### config.mk
export PLATFORM = sky130hd
export DESIGN_NAME = amc_mode_ctrl
export DESIGN_NICKNAME = d
export VERILOG_FILES = /design/src/include/amc_pkg.sv /design/src/logic/amc_sync2.sv /design/src/logic/amc_mode_ctrl.sv
export SDC_FILE = /design/constraint.sdc
export NUM_CORES = 1
export LEC_CHECK = 0
export ABC_AREA = 1
export ABC_CLOCK_PERIOD_IN_PS = 2100
export BUFFER_PORTS_ARGS = -buffer_cell sky130_fd_sc_hd__buf_2
export CELL_PAD_IN_SITES_DETAIL_PLACEMENT = 0
export CELL_PAD_IN_SITES_GLOBAL_PLACEMENT = 1
export CORE_MARGIN = 2
export CORE_UTILIZATION = 42
export DETAILED_ROUTE_END_ITERATION = 16
export PLACE_DENSITY = 0.84
export SYNTH_ARGS = -nofsm -noshare
export SYNTH_HDL_FRONTEND = slang
export SYNTH_SLANG_ARGS = --single-unit
### constraint.sdc
create_clock -name core_clk -period 2.1 [get_ports core_clk]
set_clock_uncertainty 0.1 [all_clocks]
set_input_delay 0.21 -clock core_clk [delete_from_list [all_inputs] [get_ports core_clk]]
set_output_delay 0.21 -clock core_clk [all_outputs]
set_load 0.01 [all_outputs]
### src/include/amc_pkg.sv
// Purpose: constants for the converter mode control register bank
// Assumes: one core clock, serial pins synchronised inside the block
// Notes: field positions follow the 24-bit register image, bit 23 sent first
// Summary of operation
// a 24-bit mode register that the host writes and reads back serially.
// register select code 001 reaches it; reset value is 0x080060.
// transfers carry bit 23 first, down to bit 0, for reads and writes.
// any mode write restarts modulator and filter and forces not-ready.
// bits 9..0 set output rate; bits 19..18 select conversion clock source.
// bits 23..21 select the converter operating mode.
// status-append bit 20 makes each data read also send the status byte.
// unused bits 17, 16, 14, 12 are written zero and read back zero.
// not-ready clears when a new result lands and sets after a data read.
// data read is 24 bits, or 32 bits with status appended.
// status channel field names the channel of the held result.
// with parity enabled, status parity flags an odd count of data ones.
package amc_pkg;
  localparam logic [23:0] MODE_RESET = 24'h08_0060;
  localparam logic [23:0] MODE_UNUSED_MASK = 24'h03_5000;
  localparam int MODE_MSB = 23;
  localparam int MD_LSB = 21;
  localparam int APPEND_BIT = 20;
  localparam int CLK_MSB = 19;
  localparam int CLK_LSB = 18;
  localparam int SINC_BIT = 15;
  localparam int PAR_BIT = 13;
  localparam int SINGLE_BIT = 11;
  localparam int REJ_BIT = 10;
  localparam int RATE_MSB = 9;
  localparam logic [2:0] RS_STATUS = 3'h0;
  localparam logic [2:0] RS_MODE = 3'h1;
  localparam logic [2:0] RS_DATA = 3'h3;
  localparam int CMD_WEN_BIT = 7;
  localparam int CMD_RD_BIT = 6;
  localparam int CMD_RS_MSB = 5;
  localparam int CMD_RS_LSB = 3;
  localparam logic [5:0] LEN_CMD = 6'h08;
  localparam logic [5:0] LEN_STATUS = 6'h08;
  localparam logic [5:0] LEN_REG = 6'h18;
  localparam logic [5:0] LEN_DATA_STA = 6'h20;
  localparam logic [7:0] STATUS_RESET = 8'h80;
  localparam int ST_RDY = 7;
  localparam int ST_ERR = 6;
  localparam int ST_NOREF = 5;
  localparam int ST_PAR = 4;
  typedef enum logic [1:0] {PH_CMD, PH_WR, PH_RD, PH_SKIP} amc_phase_t;
endpackage : amc_pkg

### src/logic/amc_sync2.sv
// Purpose: two-stage synchroniser for asynchronous serial pins
// Assumes: inputs change independently of core_clk
// Notes: only the second stage is visible to the rest of the block
module amc_sync2 #(
  parameter int WIDTH = 3
) (
  input wire logic core_clk,
  input wire logic rst,
  input wire logic ce,
  input wire logic [WIDTH-1:0] async_in,
  input wire logic [WIDTH-1:0] reset_level,
  output logic [WIDTH-1:0] sync_out
);
  logic [WIDTH-1:0] meta;
  logic [WIDTH-1:0] next_meta;
  logic [WIDTH-1:0] next_sync;

  always_comb
  begin
    next_meta = async_in;
    next_sync = meta;
  end

  // reset value comes from a constant tie at the instance, never a live pin
  always_ff @(posedge core_clk)
  begin
    if (rst)
    begin
      meta <= reset_level;
      sync_out <= reset_level;
    end
    else if (ce)
    begin
      meta <= next_meta;
      sync_out <= next_sync;
    end
  end
endmodule : amc_sync2

### src/logic/amc_mode_ctrl.sv
// Purpose: mode control register bank with serial register access
// Assumes: host samples dout on sclk rising edge, device changes it on falling edge
// Notes: command byte selects register; mode write restarts conversion path
module amc_mode_ctrl (
  input wire logic core_clk,
  input wire logic rst,
  input wire logic ce,
  input wire logic sclk,
  input wire logic cs_n,
  input wire logic din,
  output logic dout,
  output logic dout_oe,
  input wire logic result_valid,
  input wire logic [23:0] result_data,
  input wire logic [2:0] active_chan,
  input wire logic result_err,
  input wire logic ref_missing,
  output logic [2:0] conv_mode_sel,
  output logic append_status_en,
  output logic [1:0] clk_src_sel,
  output logic filter_type_sel,
  output logic parity_check_en,
  output logic single_cycle_en,
  output logic sixty_hz_notch_en,
  output logic [9:0] output_rate_code,
  output logic mod_filter_reset,
  output logic not_ready
);
  typedef struct packed {
    amc_pkg::amc_phase_t phase;
    logic [5:0] cnt;
    logic [31:0] shreg;
    logic sclk_q;
    logic [23:0] mode;
    logic [23:0] data;
    logic [7:0] status;
    logic mf_reset;
    logic dout;
    logic dout_oe;
    logic rd_is_data;
  } amc_state_t;

  // sclk history starts at its idle level so release of reset shows no false edge
  localparam amc_state_t STATE_RESET = '{
    phase: amc_pkg::PH_CMD, cnt: '0, shreg: '0, sclk_q: 1'b1,
    mode: amc_pkg::MODE_RESET, data: '0, status: amc_pkg::STATUS_RESET,
    mf_reset: 1'b0, dout: 1'b0, dout_oe: 1'b0, rd_is_data: 1'b0};

  amc_state_t s;
  amc_state_t next_s;
  logic [2:0] pins;
  logic sclk_s;
  logic cs_n_s;
  logic din_s;
  logic sclk_rise;
  logic sclk_fall;
  logic [4:0] cmd_byte;
  logic [7:0] cmd_full;
  logic mode_wr_done;

  amc_sync2 #(.WIDTH(3)) u_sync (
    .core_clk(core_clk),
    .rst(rst),
    .ce(ce),
    .async_in({sclk, cs_n, din}),
    .reset_level(3'h6),
    .sync_out(pins)
  );

  assign sclk_s = pins[2];
  assign cs_n_s = pins[1];
  assign din_s = pins[0];
  assign sclk_rise = sclk_s && !s.sclk_q && !cs_n_s;
  assign sclk_fall = !sclk_s && s.sclk_q && !cs_n_s;
  assign cmd_full = {s.shreg[6:0], din_s};
  assign cmd_byte = cmd_full[7:3];

  // read-back image: unused bits are stored as zero so they return zero
  function automatic logic [31:0] read_image(input logic [2:0] rs, input amc_state_t st);
    logic [31:0] img;
    img = '0;
    case (rs)
      amc_pkg::RS_STATUS: img = {st.status, 24'h00_0000};
      amc_pkg::RS_MODE: img = {st.mode, 8'h00};
      amc_pkg::RS_DATA:
        img = {st.data, st.mode[amc_pkg::APPEND_BIT] ? st.status : 8'h00};
      default: img = '0;
    endcase
    return img;
  endfunction : read_image

  function automatic logic [5:0] read_len(input logic [2:0] rs, input logic append);
    logic [5:0] len;
    len = amc_pkg::LEN_REG;
    case (rs)
      amc_pkg::RS_STATUS: len = amc_pkg::LEN_STATUS;
      amc_pkg::RS_DATA: len = append ? amc_pkg::LEN_DATA_STA : amc_pkg::LEN_REG;
      default: len = amc_pkg::LEN_REG;
    endcase
    return len;
  endfunction : read_len

  logic [2:0] sel_rs;
  logic sel_rd;
  assign sel_rs = cmd_full[amc_pkg::CMD_RS_MSB:amc_pkg::CMD_RS_LSB];
  assign sel_rd = cmd_full[amc_pkg::CMD_RD_BIT];
  assign mode_wr_done = (s.phase == amc_pkg::PH_WR) && sclk_rise && (s.cnt == 6'h01);

  always_comb
  begin
    next_s = s;
    next_s.sclk_q = sclk_s;
    next_s.mf_reset = 1'b0;
    // a new result updates data and status; mode write below overrides ready
    if (result_valid)
    begin
      next_s.data = result_data;
      next_s.status[amc_pkg::ST_RDY] = 1'b0;
      next_s.status[amc_pkg::ST_ERR] = result_err;
      next_s.status[amc_pkg::ST_NOREF] = ref_missing;
      next_s.status[amc_pkg::ST_PAR] = s.mode[amc_pkg::PAR_BIT] & (^result_data);
      next_s.status[2:0] = active_chan;
    end
    if (cs_n_s)
    begin
      next_s.phase = amc_pkg::PH_CMD;
      next_s.cnt = '0;
      next_s.dout_oe = 1'b0;
    end
    else
    begin
      case (s.phase)
        amc_pkg::PH_CMD:
          if (sclk_rise)
          begin
            next_s.shreg = {s.shreg[30:0], din_s};
            next_s.cnt = s.cnt + 6'h01;
            if (s.cnt == amc_pkg::LEN_CMD - 6'h01)
            begin
              next_s.cnt = '0;
              if (cmd_byte[4] == 1'b0)
              begin
                if (sel_rd)
                begin
                  next_s.phase = amc_pkg::PH_RD;
                  next_s.shreg = read_image(sel_rs, s);
                  next_s.cnt = read_len(sel_rs, s.mode[amc_pkg::APPEND_BIT]);
                  next_s.dout_oe = 1'b1;
                  next_s.rd_is_data = (sel_rs == amc_pkg::RS_DATA);
                end
                else
                begin

                  next_s.phase = (sel_rs == amc_pkg::RS_MODE) ? amc_pkg::PH_WR : amc_pkg::PH_SKIP;
                  next_s.cnt = amc_pkg::LEN_REG;
                end
              end
            end
          end
        amc_pkg::PH_RD:
        begin
          if (sclk_fall)
          begin
            next_s.dout = s.shreg[31];
            next_s.shreg = {s.shreg[30:0], 1'b0};
          end
          if (sclk_rise)
          begin
            next_s.cnt = s.cnt - 6'h01;
            if (s.cnt == 6'h01)
            begin
              next_s.phase = amc_pkg::PH_CMD;
              next_s.cnt = '0;
              next_s.dout_oe = 1'b0;
              // a result landing in the same cycle wins over the read
              if (s.rd_is_data && !result_valid)
                next_s.status[amc_pkg::ST_RDY] = 1'b1;
            end
          end
        end
        amc_pkg::PH_WR, amc_pkg::PH_SKIP:
          if (sclk_rise)
          begin
            next_s.shreg = {s.shreg[30:0], din_s};
            next_s.cnt = s.cnt - 6'h01;
            if (s.cnt == 6'h01)
            begin
              next_s.phase = amc_pkg::PH_CMD;
              next_s.cnt = '0;
              if (s.phase == amc_pkg::PH_WR)
              begin
                next_s.mode = {s.shreg[22:0], din_s} & ~amc_pkg::MODE_UNUSED_MASK;
                next_s.mf_reset = 1'b1;
                next_s.status[amc_pkg::ST_RDY] = 1'b1;
              end
            end
          end
        default: next_s.phase = amc_pkg::PH_CMD;
      endcase
    end
  end

  always_ff @(posedge core_clk)
  begin
    if (rst)
      s <= STATE_RESET;
    else if (ce)
      s <= next_s;
  end

  assign conv_mode_sel = s.mode[amc_pkg::MODE_MSB:amc_pkg::MD_LSB];
  assign append_status_en = s.mode[amc_pkg::APPEND_BIT];
  assign clk_src_sel = s.mode[amc_pkg::CLK_MSB:amc_pkg::CLK_LSB];
  assign filter_type_sel = s.mode[amc_pkg::SINC_BIT];
  assign parity_check_en = s.mode[amc_pkg::PAR_BIT];
  assign single_cycle_en = s.mode[amc_pkg::SINGLE_BIT];
  assign sixty_hz_notch_en = s.mode[amc_pkg::REJ_BIT];
  assign output_rate_code = s.mode[amc_pkg::RATE_MSB:0];
  assign mod_filter_reset = s.mf_reset;
  assign not_ready = s.status[amc_pkg::ST_RDY];
  assign dout = s.dout;
  assign dout_oe = s.dout_oe;
endmodule : amc_mode_ctrl

==> results of run 1 <==
-- flip-flops by register name, summed over array words and instances, names as in the netlist, 2 cells and up --
name and cells:
s 65, output_rate_code 10, cmd_byte 5, conv_mode_sel 3
u_sync.meta 3, u_sync.sync_out 3, clk_src_sel 2, cmd_full 2
-- synth_stat cells (2+ instances only) --
library cell,number,area (um2)
clkinv_1,3,11.26
a21oi_1,76,380.4
o22ai_1,9,56.30
inv_2,7,26.28
ha_1,3,37.54
a211oi_1,5,37.54
o31ai_1,3,22.52
nand2_1,181,679.4
clkbuf_1,16,60.06
o21ai_0,92,460.4
xnor2_1,6,52.55
o21ai_1,9,45.04
nand3_1,23,115.1
o211ai_1,24,180.2
xor2_1,6,52.55
nand3_2,2,20.02
inv_1,97,364.1
nor2_4,5,56.30
nor2_1,57,214.0
nor3_1,4,20.02
a31oi_1,2,12.51
dfxtp_1,102,2042
a21oi_2,2,17.52
buf_2,15,75.07
buf_4,18,135.1
buf_6,3,33.78
a22oi_1,4,30.03
-- final cells by class --
class | count | area, um2
fillers | 1283 | 6462
inverters | 108 | 410.4
repair buffers | 83 | 505.5
multi-input cells | 525 | 2616
well taps | 172 | 215.2
flip-flops and latches | 102 | 2043
clock buffers | 10 | 229.0
clock inverters | 6 | 86.33
-- kinds of logic (layout without fill, tap and decap cells) --
logic type      count (synthesis)  after routing  synth area share [%]
compound gates                232            232                 24.44
fa+ha+maj                       3              3                0.6997
xor+xnor                       12             12                 1.959
simple gates                  278            278                 21.57
flops                         102            102                 38.06
buf+inv                       160            207                 13.27
-- worst reg2reg max path: cells and delay by family (launching register included) --
kind	cells	cell delay, ps
buffers and inverters	3	600
AND/OR/NAND/NOR	3	480
flip-flops	1	330
AO/OA/AOI/OAI	3	340
-- per-stage QoR --
stage	hold slack (ps)	setup slack (ps)	std cells
CTS	8.847	133.2	1006
global route	32.83	15.62	1006
detailed placement	327.2	157.1	988
floorplan	236.3	412.1	787
global placement	319.6	189.5	988
finish	10.97	201.2	1006
-- path summary, 6_finish.rpt --
kind	startpoint	to	slack, ps
worst max register to register	cmd_byte[2]	s[82]	200
worst min-delay path	din	u_sync.meta[0]	10
worst min register to register	s[92]	dout	360
worst max-delay path	cmd_byte[2]	s[82]	200
-- metal layers --
| layer | up-vias | share of wire [%] | GRT usage, % |
|---|---|---|---|
| li1 | 2642 | - | - |
| met1 | 2384 | 49 | 30.49 |
| met2 | 133 | 45 | 34.45 |
| met3 | 16 | 4.9 | 4.119 |
| met4 | 0 | 1.4 | 6.118 |
| met5 | - | 0 | 0 |
-- power groups by stage --
stage / logic (mW) / registers (mW) / clock network, mW
2_1_floorplan: 0.235 / 2.05 / 0
3_3_place_gp: 0.342 / 2.06 / 0
3_5_place_dp: 0.353 / 2.06 / 0
4_1_cts: 0.357 / 2.01 / 1.80
5_1_grt: 0.412 / 2.02 / 1.88
6_report: 0.357 / 2.01 / 1.78
-- what timing repair did --
action	CTS	global route
endpoints found under the hold margin	2	0
endpoints found under the setup margin	0	14
resized for setup	0	3
hold buffers	2	0
==> flow_summary.ini, run 1 <==
[min_path]
hp-class = input pin to flip-flop
hold_depth = 3

[clock_network]
cts_tree = yes
cts_inserted_buffers = 9
path_clk_slew_ps = 70
clock_latency_ps = 340
cts_sinks = 102
root_buffer = clkbuf_16
ctsHtreeMaxLevel = 3
cts_buffer_depth = 2
postCtsSetupBuffers = 0

[synthesis]
async_reset_ff_share_pct = 0
netlist_instances = 787
synth_seq_area_share_pct = 38.06
synth_seq_cells = 102
synth-edff-count = 0
yosysWarnings = 0
synthFlopType = dfxtp_1
syn_area_um2 = 5365
synth_fp_nets = 826
ys_types = 40
syn_avg_cell_area_um2 = 6.817

[die]
die_height_um = 117.0
rows = 41
ios = 60
fp.coreArea_um2 = 12570
die-area_um2 = 13690
die_x_um = 117.0
initial_core_util_pct = 42.69

[sta]
max_freq_ghz = 0.5266
worstMarginPinSlew_ps = 433.5
rsz0062_at_grt = false
hold_viol = 0
fin_crit_ps = 1899
relSlewSlack_pct = 70.84
setup_viol = 0
fin_tns_setup_ps = 0
period_share_pct = 90.42
maxSlewViolCount = 0

[power_and_ir_drop]
power_density_nw_per_um2 = 679.3
p_int_mw = 3.154
power.switching_mw = 0.9938
ir_drop_mv = 0.4516
finalPower_mw = 4.148
p_comb_share_pct = 8.6
leakage_nw = 2.819
pwr-share-clk_pct = 42.9
power_frac_seq_pct = 48.5
p_sw_share_pct = 23.96

[cells_and_area]
nets = 868
syn_to_final_growth_pct = 13.81
final_cell_mix = nand2_1, dfxtp_1, inv_1, o21ai_0, a21oi_1
utilization_pct = 48.58
n_antenna_cell = 0
final_common_cell = nand2_1
drive_gt1_share_pct = 14.63
stdcell_area_um2 = 6106

[routing]
vias = 5175
ant_nets = 0
dr.pass1.iters = 5
drt_iter0_drc = 348
drc_errors = 0
via_per_inst = 5.144
post_drt_wl_per_cell_um = 14.29
drt-total-wl_mm = 14.37

[placed_design]
portBuffers = 59
place_congestion = 0.8325
hpwlAfterDp_mm = 10.56
place_area_um2 = 5767

[global_route]
overflow = 0
grt_pass1_vias = 4661
antenna_found_initial = 0
grt_max_degree = 45
grt_pass1_wl_mm = 23.44
grtUsageTotal_pct = 21.77

[setup_path]
rr_worst_depth = 9
path_delay_family = buffers and inverters
critical_path_buf_inv_count = 3
crit_arrival_ps = 2090
crit_required_ps = 2290
crit_cells = 9
cp-end-kind = flip-flop
start_kind = flip-flop
crit_type = flip-flop to flip-flop
cp_max_fo = 12
critPathMaxStageDelay_ps = 430
crit_chain = inv_2 > nand3_1 > inv_1 > nand2_1 > o21ai_0 > nand2_1 > o211ai_1 > o211ai_1 > inv_1
cp_slowest_cell = inv_1

[outcome]
status = finished, final reports clean

[run]
max_cap_violations = 0
(Power assumes the default switching activity.)
==> inputs of run 2 (changes only) <==
BUFFER_PORTS_ARGS = -buffer_cell sky130_fd_sc_hd__buf_4   (was -buffer_cell sky130_fd_sc_hd__buf_2)
PLACE_DENSITY = not set   (was 0.84)
PLACE_DENSITY_LB_ADDON = 0.1   (was not set)
==> flow_summary.ini, run 2 (synthesis results as in run 1) <==
[routing]
via_per_inst = 5.141
drt-total-wl_mm = 14.62
ant_nets = 0
drc_errors = 0
post_drt_wl_per_cell_um = 14.55
drt_iter0_drc = 423
vias = 5167
dr.pass1.iters = 5

[min_path]
hold_depth = 3
hold_path_startpoint = active_chan[0]
hp-class = input pin to flip-flop
min_to = s[4]

[sta]
worstMarginPinSlew_ps = 459.8
maxSlewViolCount = 0
max_freq_ghz = 0.5383
fin_ws_ps = 242.2
fin_tns_setup_ps = 0
relSlewSlack_pct = 69.06
fin_crit_ps = 1858
hold_viol = 0
rsz0062_at_grt = false
setup_viol = 0
period_share_pct = 88.47

[setup_path]
cp_max_fo = 12
critPathMaxStageDelay_ps = 390
cp_slowest_cell = dfxtp_2
reg2reg_from = s[93]
rr_worst_depth = 11
critical_path_buf_inv_count = 3
crit_required_ps = 2240
cp-end-kind = flip-flop
crit_chain = ha_1 > nand2_1 > clkinv_1 > nand3_4 > nor2_4 > nand2_2 > buf_4 > a21oi_1 > o21ai_1 > o211ai_1 > inv_1
crit_arrival_ps = 2000
reg2reg_slack_ps = 240
timing.rr.end = s[88]
startpoint = s[93]
crit_type = flip-flop to flip-flop
start_kind = flip-flop
path_delay_family = flip-flops

[cells_and_area]
utilization_pct = 49.72
syn_to_final_growth_pct = 16.46
final_common_cell = nand2_1
nets = 868
drive_gt1_share_pct = 14.65
largest_reg_flops = 65
final_cell_mix = nand2_1, dfxtp_1, inv_1, o21ai_0, buf_4
n_antenna_cell = 0
regMostFlops = s

[clock_network]
cts_sinks = 102
cts_inserted_buffers = 9
root_buffer = clkbuf_16
path_clk_slew_ps = 70
ctsHtreeMaxLevel = 3
cts_tree = yes
cts_buffer_depth = 2
postCtsSetupBuffers = 0
clock_latency_ps = 350

[die]
ios = 60
fp.coreArea_um2 = 12570
die_height_um = 117.0
initial_core_util_pct = 42.69
die_x_um = 117.0
rows = 41
die-area_um2 = 13690

[outcome]
status = finished, final reports clean

[global_route]
antenna_found_initial = 0
grt_max_degree = 31
grtUsageTotal_pct = 22.69
overflow = 0
grt_pass1_wl_mm = 24.31
grt_pass1_vias = 4802

[placed_design]
place_congestion = 0.8483
place_ws_ps = 86.85
portBuffers = 59
hpwlAfterDp_mm = 10.75

[power_and_ir_drop]
pwr-share-clk_pct = 41.6
p_comb_share_pct = 9.2
power_density_nw_per_um2 = 655.8
p_sw_share_pct = 24.61
p_int_mw = 3.089
ir_drop_mv = 0.4160
power.switching_mw = 1.008
finalPower_mw = 4.098
power_frac_seq_pct = 49.1
leakage_nw = 2.847

[run]
max_cap_violations = 0
-- run 2: power by group through the flow --
stage	logic [mW]	registers, mW	clock network [mW]
final	0.379	2.01	1.71
after global routing	0.436	2.02	1.82
after CTS	0.384	2.01	1.74
after detailed placement	0.378	2.06	0
after global placement	0.367	2.06	0
after floorplan	0.235	2.05	0
-- run 2: timing repair --
item | CTS | global route
hold buffers | 3 | 0
resized for setup | 0 | 6
setup endpoints to repair | 0 | 25
hold endpoints to repair | 3 | 0
-- run 2: metal layers --
layer | global-route usage [%] | vias to the layer above | part of all wire, %
met5 | 0 | - | 0
li1 | - | 2639 | -
met4 | 7.765 | 0 | 1.5
met3 | 2.987 | 21 | 4.1
met1 | 32.63 | 2390 | 50
met2 | 35.14 | 117 | 44
-- run 2: worst max path at each step --
stage,to,depth (start not counted)
finish,s[88],11
global route,s[87],11
CTS,s[0],10
detailed placement,s[0],10
global placement,s[0],10
floorplan,s[85],12
-- run 2: cell type report --
type,count,area [um2]
Fill cell,1296,6320
Clock buffer,11,242.7
Clock inverter,4,55.05
Sequential cell,102,2044
Multi-Input combinational cell,525,2621
Inverter,108,410.4
Timing Repair Buffer,83,659.4
Tap cell,172,215.2
-- run 2: tightest hold or removal path, delay by kind of cell --
family	cells	cell delay, ps
buffers and inverters	1	70
AND/OR/NAND/NOR	1	70
AO/OA/AOI/OAI	1	70
-- run 2: metrics by stage --
step / hold slack, ps / std cells / instance area, um2
after floorplan: 236.3 / 787 / 5365
after global placement: 320.6 / 987 / 5907
after detailed placement: 331.2 / 987 / 5907
after CTS: 5.282 / 1005 / 6235
after global routing: 25.51 / 1005 / 6248
final: 7.224 / 1005 / 6248
